`src/rtcca_pkg.sv`:
```
/*
 * Package for the calendar and alarm block: register indices, field positions,
 * reset values, the access state encoding and the carrier structs.
 * Assumes a single 10 MHz clock domain and an asynchronous active-low reset.
 */
`default_nettype none
package rtcca_pkg;
   // ----------------------------------------------------------------------
   // Register indices.
   // ----------------------------------------------------------------------
   localparam logic [7:0] RTCCA_ADDR_MINUTE    = 8'h04;
   localparam logic [7:0] RTCCA_ADDR_HOUR      = 8'h05;
   localparam logic [7:0] RTCCA_ADDR_DAY       = 8'h06;
   localparam logic [7:0] RTCCA_ADDR_WEEKDAY   = 8'h07;
   localparam logic [7:0] RTCCA_ADDR_MONTH     = 8'h08;
   localparam logic [7:0] RTCCA_ADDR_YEAR      = 8'h09;
   localparam logic [7:0] RTCCA_ADDR_AL_MINUTE = 8'h0a;
   localparam logic [7:0] RTCCA_ADDR_AL_HOUR   = 8'h0b;
   localparam logic [7:0] RTCCA_ADDR_AL_DAY    = 8'h0c;
   localparam logic [7:0] RTCCA_ADDR_AL_WDAY   = 8'h0d;
   localparam logic [7:0] RTCCA_ADDR_FLAGS     = 8'h01;
   // ----------------------------------------------------------------------
   // Field positions.
   // ----------------------------------------------------------------------
   localparam int RTCCA_BIT_DISABLE = 7;
   localparam int RTCCA_BIT_PM      = 5;
   localparam int RTCCA_BIT_ALARMF  = 3;
   // ----------------------------------------------------------------------
   // Reset values and the flag write mask.
   // ----------------------------------------------------------------------
   localparam logic [7:0] RTCCA_RST_ALARM = 8'h80;
   localparam logic [7:0] RTCCA_RST_MONTH = 8'h01;
   localparam logic [7:0] RTCCA_RST_DAY   = 8'h01;
   localparam logic [7:0] RTCCA_RST_HOUR  = 8'h00;
   localparam logic [7:0] RTCCA_RST_ZERO  = 8'h00;
   localparam logic [7:0] RTCCA_FLAG_MASK = 8'hf8;
   // ----------------------------------------------------------------------
   // Access state, Gray coded along idle, busy, release.
   // ----------------------------------------------------------------------
   typedef enum logic [1:0] {
      RTCCA_IDLE    = 2'b00,
      RTCCA_BUSY    = 2'b01,
      RTCCA_RELEASE = 2'b11
   } rtcca_acc_t;
   // ----------------------------------------------------------------------
   // Time counters and full module state.
   // ----------------------------------------------------------------------
   typedef struct packed {
      logic [7:0] minute;
      logic [7:0] hour;
      logic [7:0] day;
      logic [7:0] weekday;
      logic [7:0] month;
      logic [7:0] year;
   } rtcca_time_t;
   typedef struct packed {
      rtcca_time_t time_val;
      logic [7:0]  al_minute;
      logic [7:0]  al_hour;
      logic [7:0]  al_day;
      logic [7:0]  al_wday;
      logic [7:0]  flags;
      logic        pending;
      logic        match_prev;
      rtcca_acc_t  acc;
      logic [7:0]  rdata;
   } rtcca_state_t;
endpackage : rtcca_pkg
`default_nettype wire

```
`src/rtcca_calendar_alarm.sv`:
```
/*
 * Calendar (minute to year) counters, access blocking, and alarm match with
 * its sticky flag and level interrupt output.
 * Assumes the serial bus engine supplies a byte-wide register port with an
 * access-window level, one-cycle write and read strobes and an auto-
 * incrementing address, and that a once-a-minute minute-carry tick comes from the
 * seconds logic, all on clk.
 */
`timescale 1ns/1ps
`default_nettype none
module rtcca_calendar_alarm (
   // Clock and reset.
   input  wire logic       clk,
   input  wire logic       rst_n,
   // Register port from the bus engine.
   input  wire logic       acc_active,
   input  wire logic       wr_stb,
   input  wire logic       rd_stb,
   input  wire logic [7:0] reg_addr,
   input  wire logic [7:0] wr_data,
   output logic      [7:0] rd_data,
   output logic      [7:0] next_addr,
   // Time base and neighbouring control bits.
   input  wire logic       minute_tick,
   input  wire logic       hour_mode_12,
   input  wire logic       alarm_irq_enable,
   input  wire logic [3:0] other_flag_set,
   // Status and interrupt.
   output logic            alarm_flag,
   output logic            irq_output_first_n
);
   // ----------------------------------------------------------------------
   // State registers.
   // ----------------------------------------------------------------------
   rtcca_pkg::rtcca_state_t state_reg;
   rtcca_pkg::rtcca_state_t state_next;
   rtcca_pkg::rtcca_time_t  adv_time;
   logic                    do_adv;
   logic                    match_now;

   // BCD increment with wrap from hi back to lo.
   function automatic logic [7:0] bcd_inc(input logic [7:0] v, input logic [7:0] hi,
                                          input logic [7:0] lo);
      logic [7:0] r;
      r = v;
      if (v == hi) begin
         r = lo;
      end else if (v[3:0] == 4'h9) begin
         r = {v[7:4] + 4'h1, 4'h0};
      end else begin
         r = {v[7:4], v[3:0] + 4'h1};
      end
      return r;
   endfunction : bcd_inc

   // Last day of the month in BCD; the leap test on BCD year: tens even needs
   // units in 0,4,8, tens odd needs units 2 or 6.
   function automatic logic [7:0] last_day(input logic [7:0] mon, input logic [7:0] yr);
      logic leap;
      logic [7:0] r;
      leap = yr[4] ? (yr[3:0] == 4'h2 || yr[3:0] == 4'h6)
                   : (yr[3:0] == 4'h0 || yr[3:0] == 4'h4 || yr[3:0] == 4'h8);
      case (mon)
         8'h02:   r = leap ? 8'h29 : 8'h28;
         8'h04, 8'h06, 8'h09, 8'h11: r = 8'h30;
         default: r = 8'h31;
      endcase
      return r;
   endfunction : last_day

   // ----------------------------------------------------------------------
   // Calendar advance by one minute, including 12 hour rollover.
   // ----------------------------------------------------------------------
   always_comb begin
      logic day_carry;
      day_carry = 1'b0;
      adv_time  = state_reg.time_val;
      adv_time.minute = bcd_inc(state_reg.time_val.minute, 8'h59, 8'h00);
      if (state_reg.time_val.minute == 8'h59) begin
         if (hour_mode_12) begin
            // 11 PM to 12 AM carries the day; 11 AM to 12 PM flips the half.
            case (state_reg.time_val.hour[4:0])
               5'h12:   adv_time.hour = {state_reg.time_val.hour[7:5], 5'h01};
               5'h11:   begin
                  adv_time.hour = {2'b00, ~state_reg.time_val.hour[5], 5'h12};
                  day_carry     = state_reg.time_val.hour[5];
               end
               default: adv_time.hour = bcd_inc(state_reg.time_val.hour, 8'hff, 8'h00);
            endcase
         end else begin
            adv_time.hour = bcd_inc(state_reg.time_val.hour, 8'h23, 8'h00);
            day_carry     = (state_reg.time_val.hour == 8'h23);
         end
      end
      if (day_carry) begin
         adv_time.weekday = (state_reg.time_val.weekday == 8'h06) ? 8'h00
                            : state_reg.time_val.weekday + 8'h01;
         adv_time.day = bcd_inc(state_reg.time_val.day,
                                last_day(state_reg.time_val.month, state_reg.time_val.year),
                                8'h01);
         if (state_reg.time_val.day == last_day(state_reg.time_val.month,
                                                state_reg.time_val.year)) begin
            adv_time.month = bcd_inc(state_reg.time_val.month, 8'h12, 8'h01);
            if (state_reg.time_val.month == 8'h12) begin
               adv_time.year = bcd_inc(state_reg.time_val.year, 8'h99, 8'h00);
            end
         end
      end
   end

   // ----------------------------------------------------------------------
   // Alarm comparison against the live counters; disabled fields pass.
   // ----------------------------------------------------------------------
   always_comb begin
      logic hr_eq;
      hr_eq = hour_mode_12
              ? (state_reg.al_hour[5:0] == state_reg.time_val.hour[5:0])
              : (state_reg.al_hour[5:0] == state_reg.time_val.hour[5:0]);
      match_now = (state_reg.al_minute[rtcca_pkg::RTCCA_BIT_DISABLE] ||
                   state_reg.al_minute[6:0] == state_reg.time_val.minute[6:0]) &&
                  (state_reg.al_hour[rtcca_pkg::RTCCA_BIT_DISABLE] || hr_eq) &&
                  (state_reg.al_day[rtcca_pkg::RTCCA_BIT_DISABLE] ||
                   state_reg.al_day[5:0] == state_reg.time_val.day[5:0]) &&
                  (state_reg.al_wday[rtcca_pkg::RTCCA_BIT_DISABLE] ||
                   state_reg.al_wday[2:0] == state_reg.time_val.weekday[2:0]) &&
                  !(state_reg.al_minute[rtcca_pkg::RTCCA_BIT_DISABLE] &&
                    state_reg.al_hour[rtcca_pkg::RTCCA_BIT_DISABLE] &&
                    state_reg.al_day[rtcca_pkg::RTCCA_BIT_DISABLE] &&
                    state_reg.al_wday[rtcca_pkg::RTCCA_BIT_DISABLE]);
   end

   // ----------------------------------------------------------------------
   // Next-state logic: access blocking, register writes, flags.
   // A tick during an access is parked in one pending bit; a second tick in
   // the same access is lost, which is why accesses must stay short.
   // ----------------------------------------------------------------------
   always_comb begin
      logic clr_alarm;
      clr_alarm  = 1'b0;
      state_next = state_reg;
      do_adv     = 1'b0;
      case (state_reg.acc)
         rtcca_pkg::RTCCA_IDLE: begin
            if (acc_active) begin
               state_next.acc = rtcca_pkg::RTCCA_BUSY;
            end
         end
         rtcca_pkg::RTCCA_BUSY: begin
            if (!acc_active) begin
               state_next.acc = rtcca_pkg::RTCCA_RELEASE;
            end
         end
         rtcca_pkg::RTCCA_RELEASE: begin
            state_next.acc = acc_active ? rtcca_pkg::RTCCA_BUSY : rtcca_pkg::RTCCA_IDLE;
         end
         default: state_next.acc = rtcca_pkg::RTCCA_IDLE;
      endcase
      if (acc_active) begin
         if (minute_tick) begin
            state_next.pending = 1'b1;
         end
      end else if (minute_tick || state_reg.pending) begin
         do_adv             = 1'b1;
         state_next.pending = 1'b0;
         state_next.time_val = adv_time;
      end
      // Register writes are only taken inside the access window.
      if (wr_stb && acc_active) begin
         case (reg_addr)
            rtcca_pkg::RTCCA_ADDR_MINUTE:    state_next.time_val.minute  = {1'b0, wr_data[6:0]};
            rtcca_pkg::RTCCA_ADDR_HOUR:      state_next.time_val.hour    = {2'b00, wr_data[5:0]};
            rtcca_pkg::RTCCA_ADDR_DAY:       state_next.time_val.day     = {2'b00, wr_data[5:0]};
            rtcca_pkg::RTCCA_ADDR_WEEKDAY:   state_next.time_val.weekday = {5'h00, wr_data[2:0]};
            rtcca_pkg::RTCCA_ADDR_MONTH:     state_next.time_val.month   = {3'h0, wr_data[4:0]};
            rtcca_pkg::RTCCA_ADDR_YEAR:      state_next.time_val.year    = wr_data;
            rtcca_pkg::RTCCA_ADDR_AL_MINUTE: state_next.al_minute = wr_data;
            rtcca_pkg::RTCCA_ADDR_AL_HOUR:   state_next.al_hour   = {wr_data[7], 1'b0, wr_data[5:0]};
            rtcca_pkg::RTCCA_ADDR_AL_DAY:    state_next.al_day    = {wr_data[7], 1'b0, wr_data[5:0]};
            rtcca_pkg::RTCCA_ADDR_AL_WDAY:   state_next.al_wday   = {wr_data[7], 4'h0, wr_data[2:0]};
            rtcca_pkg::RTCCA_ADDR_FLAGS: begin
               state_next.flags = state_reg.flags & wr_data & rtcca_pkg::RTCCA_FLAG_MASK;
               clr_alarm = ~wr_data[rtcca_pkg::RTCCA_BIT_ALARMF];
            end
            default: ;
         endcase
      end
      // Hardware sets win over a same-cycle clear.
      state_next.flags[7:4] = state_next.flags[7:4] | other_flag_set;
      state_next.match_prev = match_now;
      if (match_now && !state_reg.match_prev) begin
         state_next.flags[rtcca_pkg::RTCCA_BIT_ALARMF] = 1'b1;
      end else if (clr_alarm) begin
         state_next.flags[rtcca_pkg::RTCCA_BIT_ALARMF] = 1'b0;
      end
      // Read data is captured on the strobe so it stays stable for the engine.
      if (rd_stb) begin
         case (reg_addr)
            rtcca_pkg::RTCCA_ADDR_MINUTE:    state_next.rdata = state_reg.time_val.minute;
            rtcca_pkg::RTCCA_ADDR_HOUR:      state_next.rdata = state_reg.time_val.hour;
            rtcca_pkg::RTCCA_ADDR_DAY:       state_next.rdata = state_reg.time_val.day;
            rtcca_pkg::RTCCA_ADDR_WEEKDAY:   state_next.rdata = state_reg.time_val.weekday;
            rtcca_pkg::RTCCA_ADDR_MONTH:     state_next.rdata = state_reg.time_val.month;
            rtcca_pkg::RTCCA_ADDR_YEAR:      state_next.rdata = state_reg.time_val.year;
            rtcca_pkg::RTCCA_ADDR_AL_MINUTE: state_next.rdata = state_reg.al_minute;
            rtcca_pkg::RTCCA_ADDR_AL_HOUR:   state_next.rdata = state_reg.al_hour;
            rtcca_pkg::RTCCA_ADDR_AL_DAY:    state_next.rdata = state_reg.al_day;
            rtcca_pkg::RTCCA_ADDR_AL_WDAY:   state_next.rdata = state_reg.al_wday;
            rtcca_pkg::RTCCA_ADDR_FLAGS:     state_next.rdata = state_reg.flags;
            default:                         state_next.rdata = rtcca_pkg::RTCCA_RST_ZERO;
         endcase
      end
   end

   // ----------------------------------------------------------------------
   // State register.
   // ----------------------------------------------------------------------
   always_ff @(posedge clk or negedge rst_n) begin
      if (!rst_n) begin
         state_reg.time_val.minute  <= rtcca_pkg::RTCCA_RST_ZERO;
         state_reg.time_val.hour    <= rtcca_pkg::RTCCA_RST_HOUR;
         state_reg.time_val.day     <= rtcca_pkg::RTCCA_RST_DAY;
         state_reg.time_val.weekday <= rtcca_pkg::RTCCA_RST_ZERO;
         state_reg.time_val.month   <= rtcca_pkg::RTCCA_RST_MONTH;
         state_reg.time_val.year    <= rtcca_pkg::RTCCA_RST_ZERO;
         state_reg.al_minute        <= rtcca_pkg::RTCCA_RST_ALARM;
         state_reg.al_hour          <= rtcca_pkg::RTCCA_RST_ALARM;
         state_reg.al_day           <= rtcca_pkg::RTCCA_RST_ALARM;
         state_reg.al_wday          <= rtcca_pkg::RTCCA_RST_ALARM;
         state_reg.flags            <= rtcca_pkg::RTCCA_RST_ZERO;
         state_reg.pending          <= 1'b0;
         state_reg.match_prev       <= 1'b0;
         state_reg.acc              <= rtcca_pkg::RTCCA_IDLE;
         state_reg.rdata            <= rtcca_pkg::RTCCA_RST_ZERO;
      end else begin
         state_reg <= state_next;
      end
   end

   // ----------------------------------------------------------------------
   // Outputs. The interrupt is a pure level of flag and enable, so a clear
   // drops it in the same cycle the flag falls.
   // ----------------------------------------------------------------------
   assign rd_data            = state_reg.rdata;
   assign next_addr          = reg_addr + 8'h01;
   assign alarm_flag         = state_reg.flags[rtcca_pkg::RTCCA_BIT_ALARMF];
   assign irq_output_first_n = ~(alarm_irq_enable &&
                                 state_reg.flags[rtcca_pkg::RTCCA_BIT_ALARMF]);
endmodule : rtcca_calendar_alarm
`default_nettype wire

```
`config.mk`:
```
export PLATFORM = sky130hd
export DESIGN_NAME = rtcca_calendar_alarm
export DESIGN_NICKNAME = d
export VERILOG_FILES = /design/src/rtcca_pkg.sv /design/src/rtcca_calendar_alarm.sv
export SDC_FILE = /design/constraint.sdc
export NUM_CORES = 1
export LEC_CHECK = 0
export ABC_CLOCK_PERIOD_IN_PS = 3100
export BUFFER_PORTS_ARGS = -buffer_cell sky130_fd_sc_hd__buf_2
export CAP_MARGIN = 20
export CORE_UTILIZATION = 50
export DETAILED_ROUTE_END_ITERATION = 8
export PLACE_DENSITY_LB_ADDON = 0.25
export SYNTH_ARGS = -nofsm -noshare
export SYNTH_HDL_FRONTEND = slang
export SYNTH_SLANG_ARGS = --single-unit
```
`constraint.sdc`:
```
create_clock -name clk -period 3.1 [get_ports clk]
set_clock_uncertainty 0.2 [all_clocks]
set_input_delay 0.155 -clock clk [delete_from_list [all_inputs] [get_ports clk]]
set_output_delay 0.155 -clock clk [all_outputs]
set_load 0.05 [all_outputs]
```
=== Word-level counts from Yosys, hierarchy flattened ===
Index checks and enable logic that the tools add are counted.

* Reduce and logical (&&, ||, !) cells: 31
* Eq/ne operators: 39
* Bitwise operators: 5
* Muxes and demuxes: 47
* $add $sub $neg: 12

{| class="wikitable"
|+ Operator list
! cell !! number
|-
| two-way mux 8 bit || 27
|-
| two-way mux 48 bit || 2
|-
| two-way mux 88 bit || 1
|-
| one-hot mux 8 bit (11 select lines) || 1
|-
| equality test 8 x 3 -> 1 bit (second input constant) || 7
|-
| equality test 8 x 4 -> 1 bit (second input constant) || 7
|-
| adder 4 x 1 -> 4 bit (second input constant) || 10
|-
| two-way mux 32 bit || 1
|-
| equality test 4 bit (second input constant) || 6
|-
| adder 8 x 1 -> 8 bit (second input constant) || 2
|-
| equality test 8 x 5 -> 1 bit (second input constant) || 2
|-
| equality test 8 bit (second input constant) || 2
|-
| two-way mux 16 bit || 1
|-
| one-hot mux 8 bit (2 select lines) || 1
|-
| equality test 6 bit || 2
|-
| two-way mux 1 bit || 12
|-
| AND reduction 2 bit || 6
|-
| equality test 5 bit (second input constant) || 2
|-
| logical AND 1 bit || 10
|-
| one-hot mux 5 bit (2 select lines) || 1
|-
| AND 8 bit || 1
|-
| equality test 4 x 3 -> 1 bit (second input constant) || 2
|-
| equality test 8 x 1 -> 1 bit (second input constant) || 1
|-
| equality test 8 x 2 -> 1 bit (second input constant) || 1
|-
| 15 further kinds || 26
|}

* Logic and storage cells: 149
* Register bits after elaboration: 89
* Output and inout bits: 18
* Input bits: 28

=== Logic depth before layout (Yosys ltp) ===
* Depth in word-level cells: 16
* Mapped depth: 10
* Depth with buffers taken out: 8

=== Worst setup path before layout ===
No wires, ideal clock.

* Path type: register to register
* Start: reg state_reg[64] (netlist name)
* End: reg state_reg[63] (netlist name)
* Stages on the path, launching flop included: 10
* Data required time: 2.818 ns
* Path slack: 0.023 ns
* Setup time: 0.082 ns
* Buffers on the path: 1
* Data arrival time: 2.795 ns
* Period minus slack after synthesis: 3.077 ns
* Cell sequence: dfrtp_1 > inv_1 > ha_1 > or3b_1 > o32a_1 > or4b_4 > buf_6 > a211o_1 > or4b_1 > a31oi_1

{| class="wikitable"
|+ RTL lines
! item !! line !! text
|-
| start, declared || rtcca_calendar_alarm.sv:35 || <nowiki>rtcca_pkg::rtcca_state_t state_reg;</nowiki>
|-
| start signal, assigned || rtcca_calendar_alarm.sv:235 || <nowiki>state_reg <= state_next;</nowiki>
|}

==> parameters.txt <==
Parameter                              Value

Synth
  Mean instance size in the synthesized netlist ... around 8.8 sq um
  Synth async-reset ratio ... 1.000
  Dominant synthesized flop cell ... sky130_fd_sc_hd__dfrtp_1
  Number of flops mapped to enable cells by yosys ... 0
  Distinct cell type count after synthesis ... 72
  Area leader, netlist ... sky130_fd_sc_hd__dfrtp_1
  Synthesized net count ... 729
  Seq/Total Area, Yosys ... 0.3728
  Synth top area share ... 0.3465
  Top cells by area, synth ... sky130_fd_sc_hd__dfrtp_1, sky130_fd_sc_hd__mux2_2, sky130_fd_sc_hd__ha_1
  Flops & latches, synth ... 89
  Count of mapped cells out of synthesis ... 681
  Mapped Area ... 5994 sq um
  Count of warnings emitted by yosys ... 0

Finish
  Area growth, synth to finish ... 17.16%
  Flip-flop count of the largest register, all copies and words added ... 80
  Leading cell type in the layout, fill and taps excluded ... sky130_fd_sc_hd__dfrtp_1
  Most frequent cells in the layout ... sky130_fd_sc_hd__dfrtp_1, sky130_fd_sc_hd__nand2_1, sky130_fd_sc_hd__nor2_1, sky130_fd_sc_hd__a21oi_1
  Post-layout instance area ... 7023 sq um
  Non-filler cells, final ... 888
  Number of nets in the layout ... 788
  Ratio of cells with drive above 1 in the final layout ... 0.2081
  Diodes inserted ... 0
  # fillers ... 947

Floorplanning
  Area enclosed by the die boundary ... 12,430 sq um
  Row Count ... 39
  Vertical extent of the die ... 111.5 um
  Count of pins on the block boundary ... 46
  Starting density of the core ... 0.5183
  Area of the placeable core ... 11,560 sq um
  Width of the die ... 111.5 um

Drt
  Detailed-route DRC error count ... 8
  Wire length on met2 ... 8.318 mm
  Routed metal-1 wirelength ... 7.699 mm
  Vias per cell ... between 6 and 7
  Remaining antenna violation count ... 0
  Met3 routed WL ... 1.647 mm
  Total Routed Length ... 18.74 mm
  Highest signal layer in the routed design ... met4
  Pre-Repair DR Iteration Count ... 9
  DRT iter0 DRCs ... 646
  Via count ... 5,814
  Average detailed-routed wire length per instance ... between 20 and 25 um

Timing
  Final period utilization ... 1.003
  Number of failing hold endpoints at the final stage ... 0
  Min cycle time layout ... 3.110 ns
  Total of endpoints with negative setup slack in the final report ... 3
  Hold Slack ... 0.01467 ns
  Worst relative slew slack ... 0.4274
  Setup TNS Final ... -0.01980 ns
  Maximum clock frequency ... ~320 MHz
  Fin. max-slew vios ... 0
  Worst path setup slack after routing ... -0.01046 ns
  RSZ-0062 raised after global routing ... yes
  Least-Margin Pin Slew ... 0.8590 ns

Clocking
  Maximum clock insertion buffer count ... 2
  Number of buffers created by CTS ... 9
  Maximum level of the CTS H-tree ... 3
  Root buffer cell ... sky130_fd_sc_hd__clkbuf_16
  Clock tree from TritonCTS ... built
  Number of sinks on the clock net ... between 80 and 90
  Skew-Pair Late Insertion Delay ... 0.35 ns
  Clock-pin slew of the registers on the worst-case setup and hold paths ... 0.07 ns

Setup path
  CP Capture Type ... flop
  Worst path arrival time ... ~3.2 ns
  Crit-path max FO ... 7
  Type of the setup path with the least slack ... flop to flop
  Required time reported for the critical path endpoint ... around 3.2 ns
  Type of element launching the critical path ... flop

Pwr
  Power density over cell area ... 428.7 nW/um^2
  Overall Power ... 0.003011 W
  Static Leakage ... approximately 3.0 nW
  Worst IR drop on VDD ... 0.2291 mV

Global routing
  Global-route usage over all layers ... 0.3121
  Largest net degree at the start of global routing ... 67
  Global-route wire length before repair ... 29.82 mm
  Initial antenna violation count ... 0
  Total global routing overflow ... 0
  Via count of the first global-routing pass ... roughly 5,500

Place
  Dpl cells ... ~850
  HPWL after DPL ... roughly 13 mm
  Placement-stage cell area ... 6445 sq um
  Final weighted congestion in routability-driven placement ... 0.9548
  PortBufs ... 45

Run status
  Failing checks ... design-rule violations, negative setup slack
  Outcome ... finished, violations left

Min path
  Class of the worst hold path ... primary input to flop

Run
  Number of max-capacitance violations reported ... 0
-- layer usage --
metal,global-route usage,up-vias
met3,0.05879,76
met2,0.4717,308
met4,0.2090,0
met5,0,-
li1,-,2631
met1,0.4091,2799
-- synth_stat cells, types with 14 or more instances --
cell,instances
sky130_fd_sc_hd__nor3_1,17
sky130_fd_sc_hd__a22oi_1,23
sky130_fd_sc_hd__o21ai_0,34
sky130_fd_sc_hd__mux2_2,27
sky130_fd_sc_hd__xor2_1,21
sky130_fd_sc_hd__dfrtp_1,83
sky130_fd_sc_hd__xnor2_1,14
sky130_fd_sc_hd__a31oi_1,19
sky130_fd_sc_hd__nand4_1,14
sky130_fd_sc_hd__nand3_1,24
sky130_fd_sc_hd__inv_1,16
sky130_fd_sc_hd__nand2_1,63
sky130_fd_sc_hd__clkbuf_1,37
sky130_fd_sc_hd__a21oi_1,49
sky130_fd_sc_hd__nor2_1,50
sky130_fd_sc_hd__ha_1,20
-- critical path, cell delays in order (launching register included) --
cell	delay, ns
sky130_fd_sc_hd__dfrtp_1	0.39
sky130_fd_sc_hd__inv_2	0.08
sky130_fd_sc_hd__ha_4	0.13
sky130_fd_sc_hd__or3b_1	0.35
sky130_fd_sc_hd__o32a_1	0.21
sky130_fd_sc_hd__or4b_4	0.59
sky130_fd_sc_hd__a211o_4	0.39
sky130_fd_sc_hd__buf_12	0.14
sky130_fd_sc_hd__or4_4	0.50
sky130_fd_sc_hd__nand3_2	0.07
-- final cells by class --
| cell class | instances | area [sq um] | area share |
|---|---|---|---|
| clock inverter | 5 | 62.56 | 0.008908 |
| multi-input combinational | 519 | 3503 | 0.4988 |
| tap | 143 | 178.9 | 0.02548 |
| sequential | 89 | 2235 | 0.3182 |
| inverter | 16 | 60.06 | 0.008552 |
| timing repair buffer | 105 | 740.7 | 0.1055 |
| clock buffer | 11 | 242.7 | 0.03456 |
-- report_power, final --
part           switching, W  total, W  internal, W
Combinational      0.000342  0.000564     0.000221
Sequential        0.0000741   0.00130      0.00123
Clock              0.000491   0.00114     0.000653
-- cells by family after synthesis --
logic type                 share of synthesized area
and+or+nand+nor                               0.2162
DFF                                           0.3728
AOI/OAI and AO/OA                             0.2004
xor gates and xnor gates                     0.05114
buffers and inverters                        0.05490
adders and majority gates                    0.04174
muxes                                        0.06283
-- final timing paths --
check,start,end,slack (ns),depth (start not counted)
setup / recovery,state_reg[65],state_reg[54],-0.01,9
hold / removal,wr_data[4],state_reg[80],0.01,3
setup reg to reg,state_reg[65],state_reg[54],-0.01,9
hold reg to reg,state_reg[10],alarm_flag,0.29,2
max in group asynchronous,rst_n,state_reg[60],1.66,3
min in group asynchronous,rst_n,state_reg[99],0.23,2
-- metrics by stage --
step                      utilization  setup slack, ns
after floorplan                     -          0.02311
after global placement         0.5573          0.05149
after detailed placement       0.5573         -0.01225
after CTS                      0.6009         0.006847
after global routing           0.6073         -0.07561
final                          0.6073         -0.01046
-- repair_timing --
action | 4_1_cts | 5_1_grt
buffers inserted | 1 | 4
resized for setup | 4 | 12
hold buffers | 15 | 0
pin swaps | 2 | 13
endpoints found under the setup margin | 2 | 8
endpoints found under the hold margin | 87 | 0
Power figures use the tool's default switching activity.
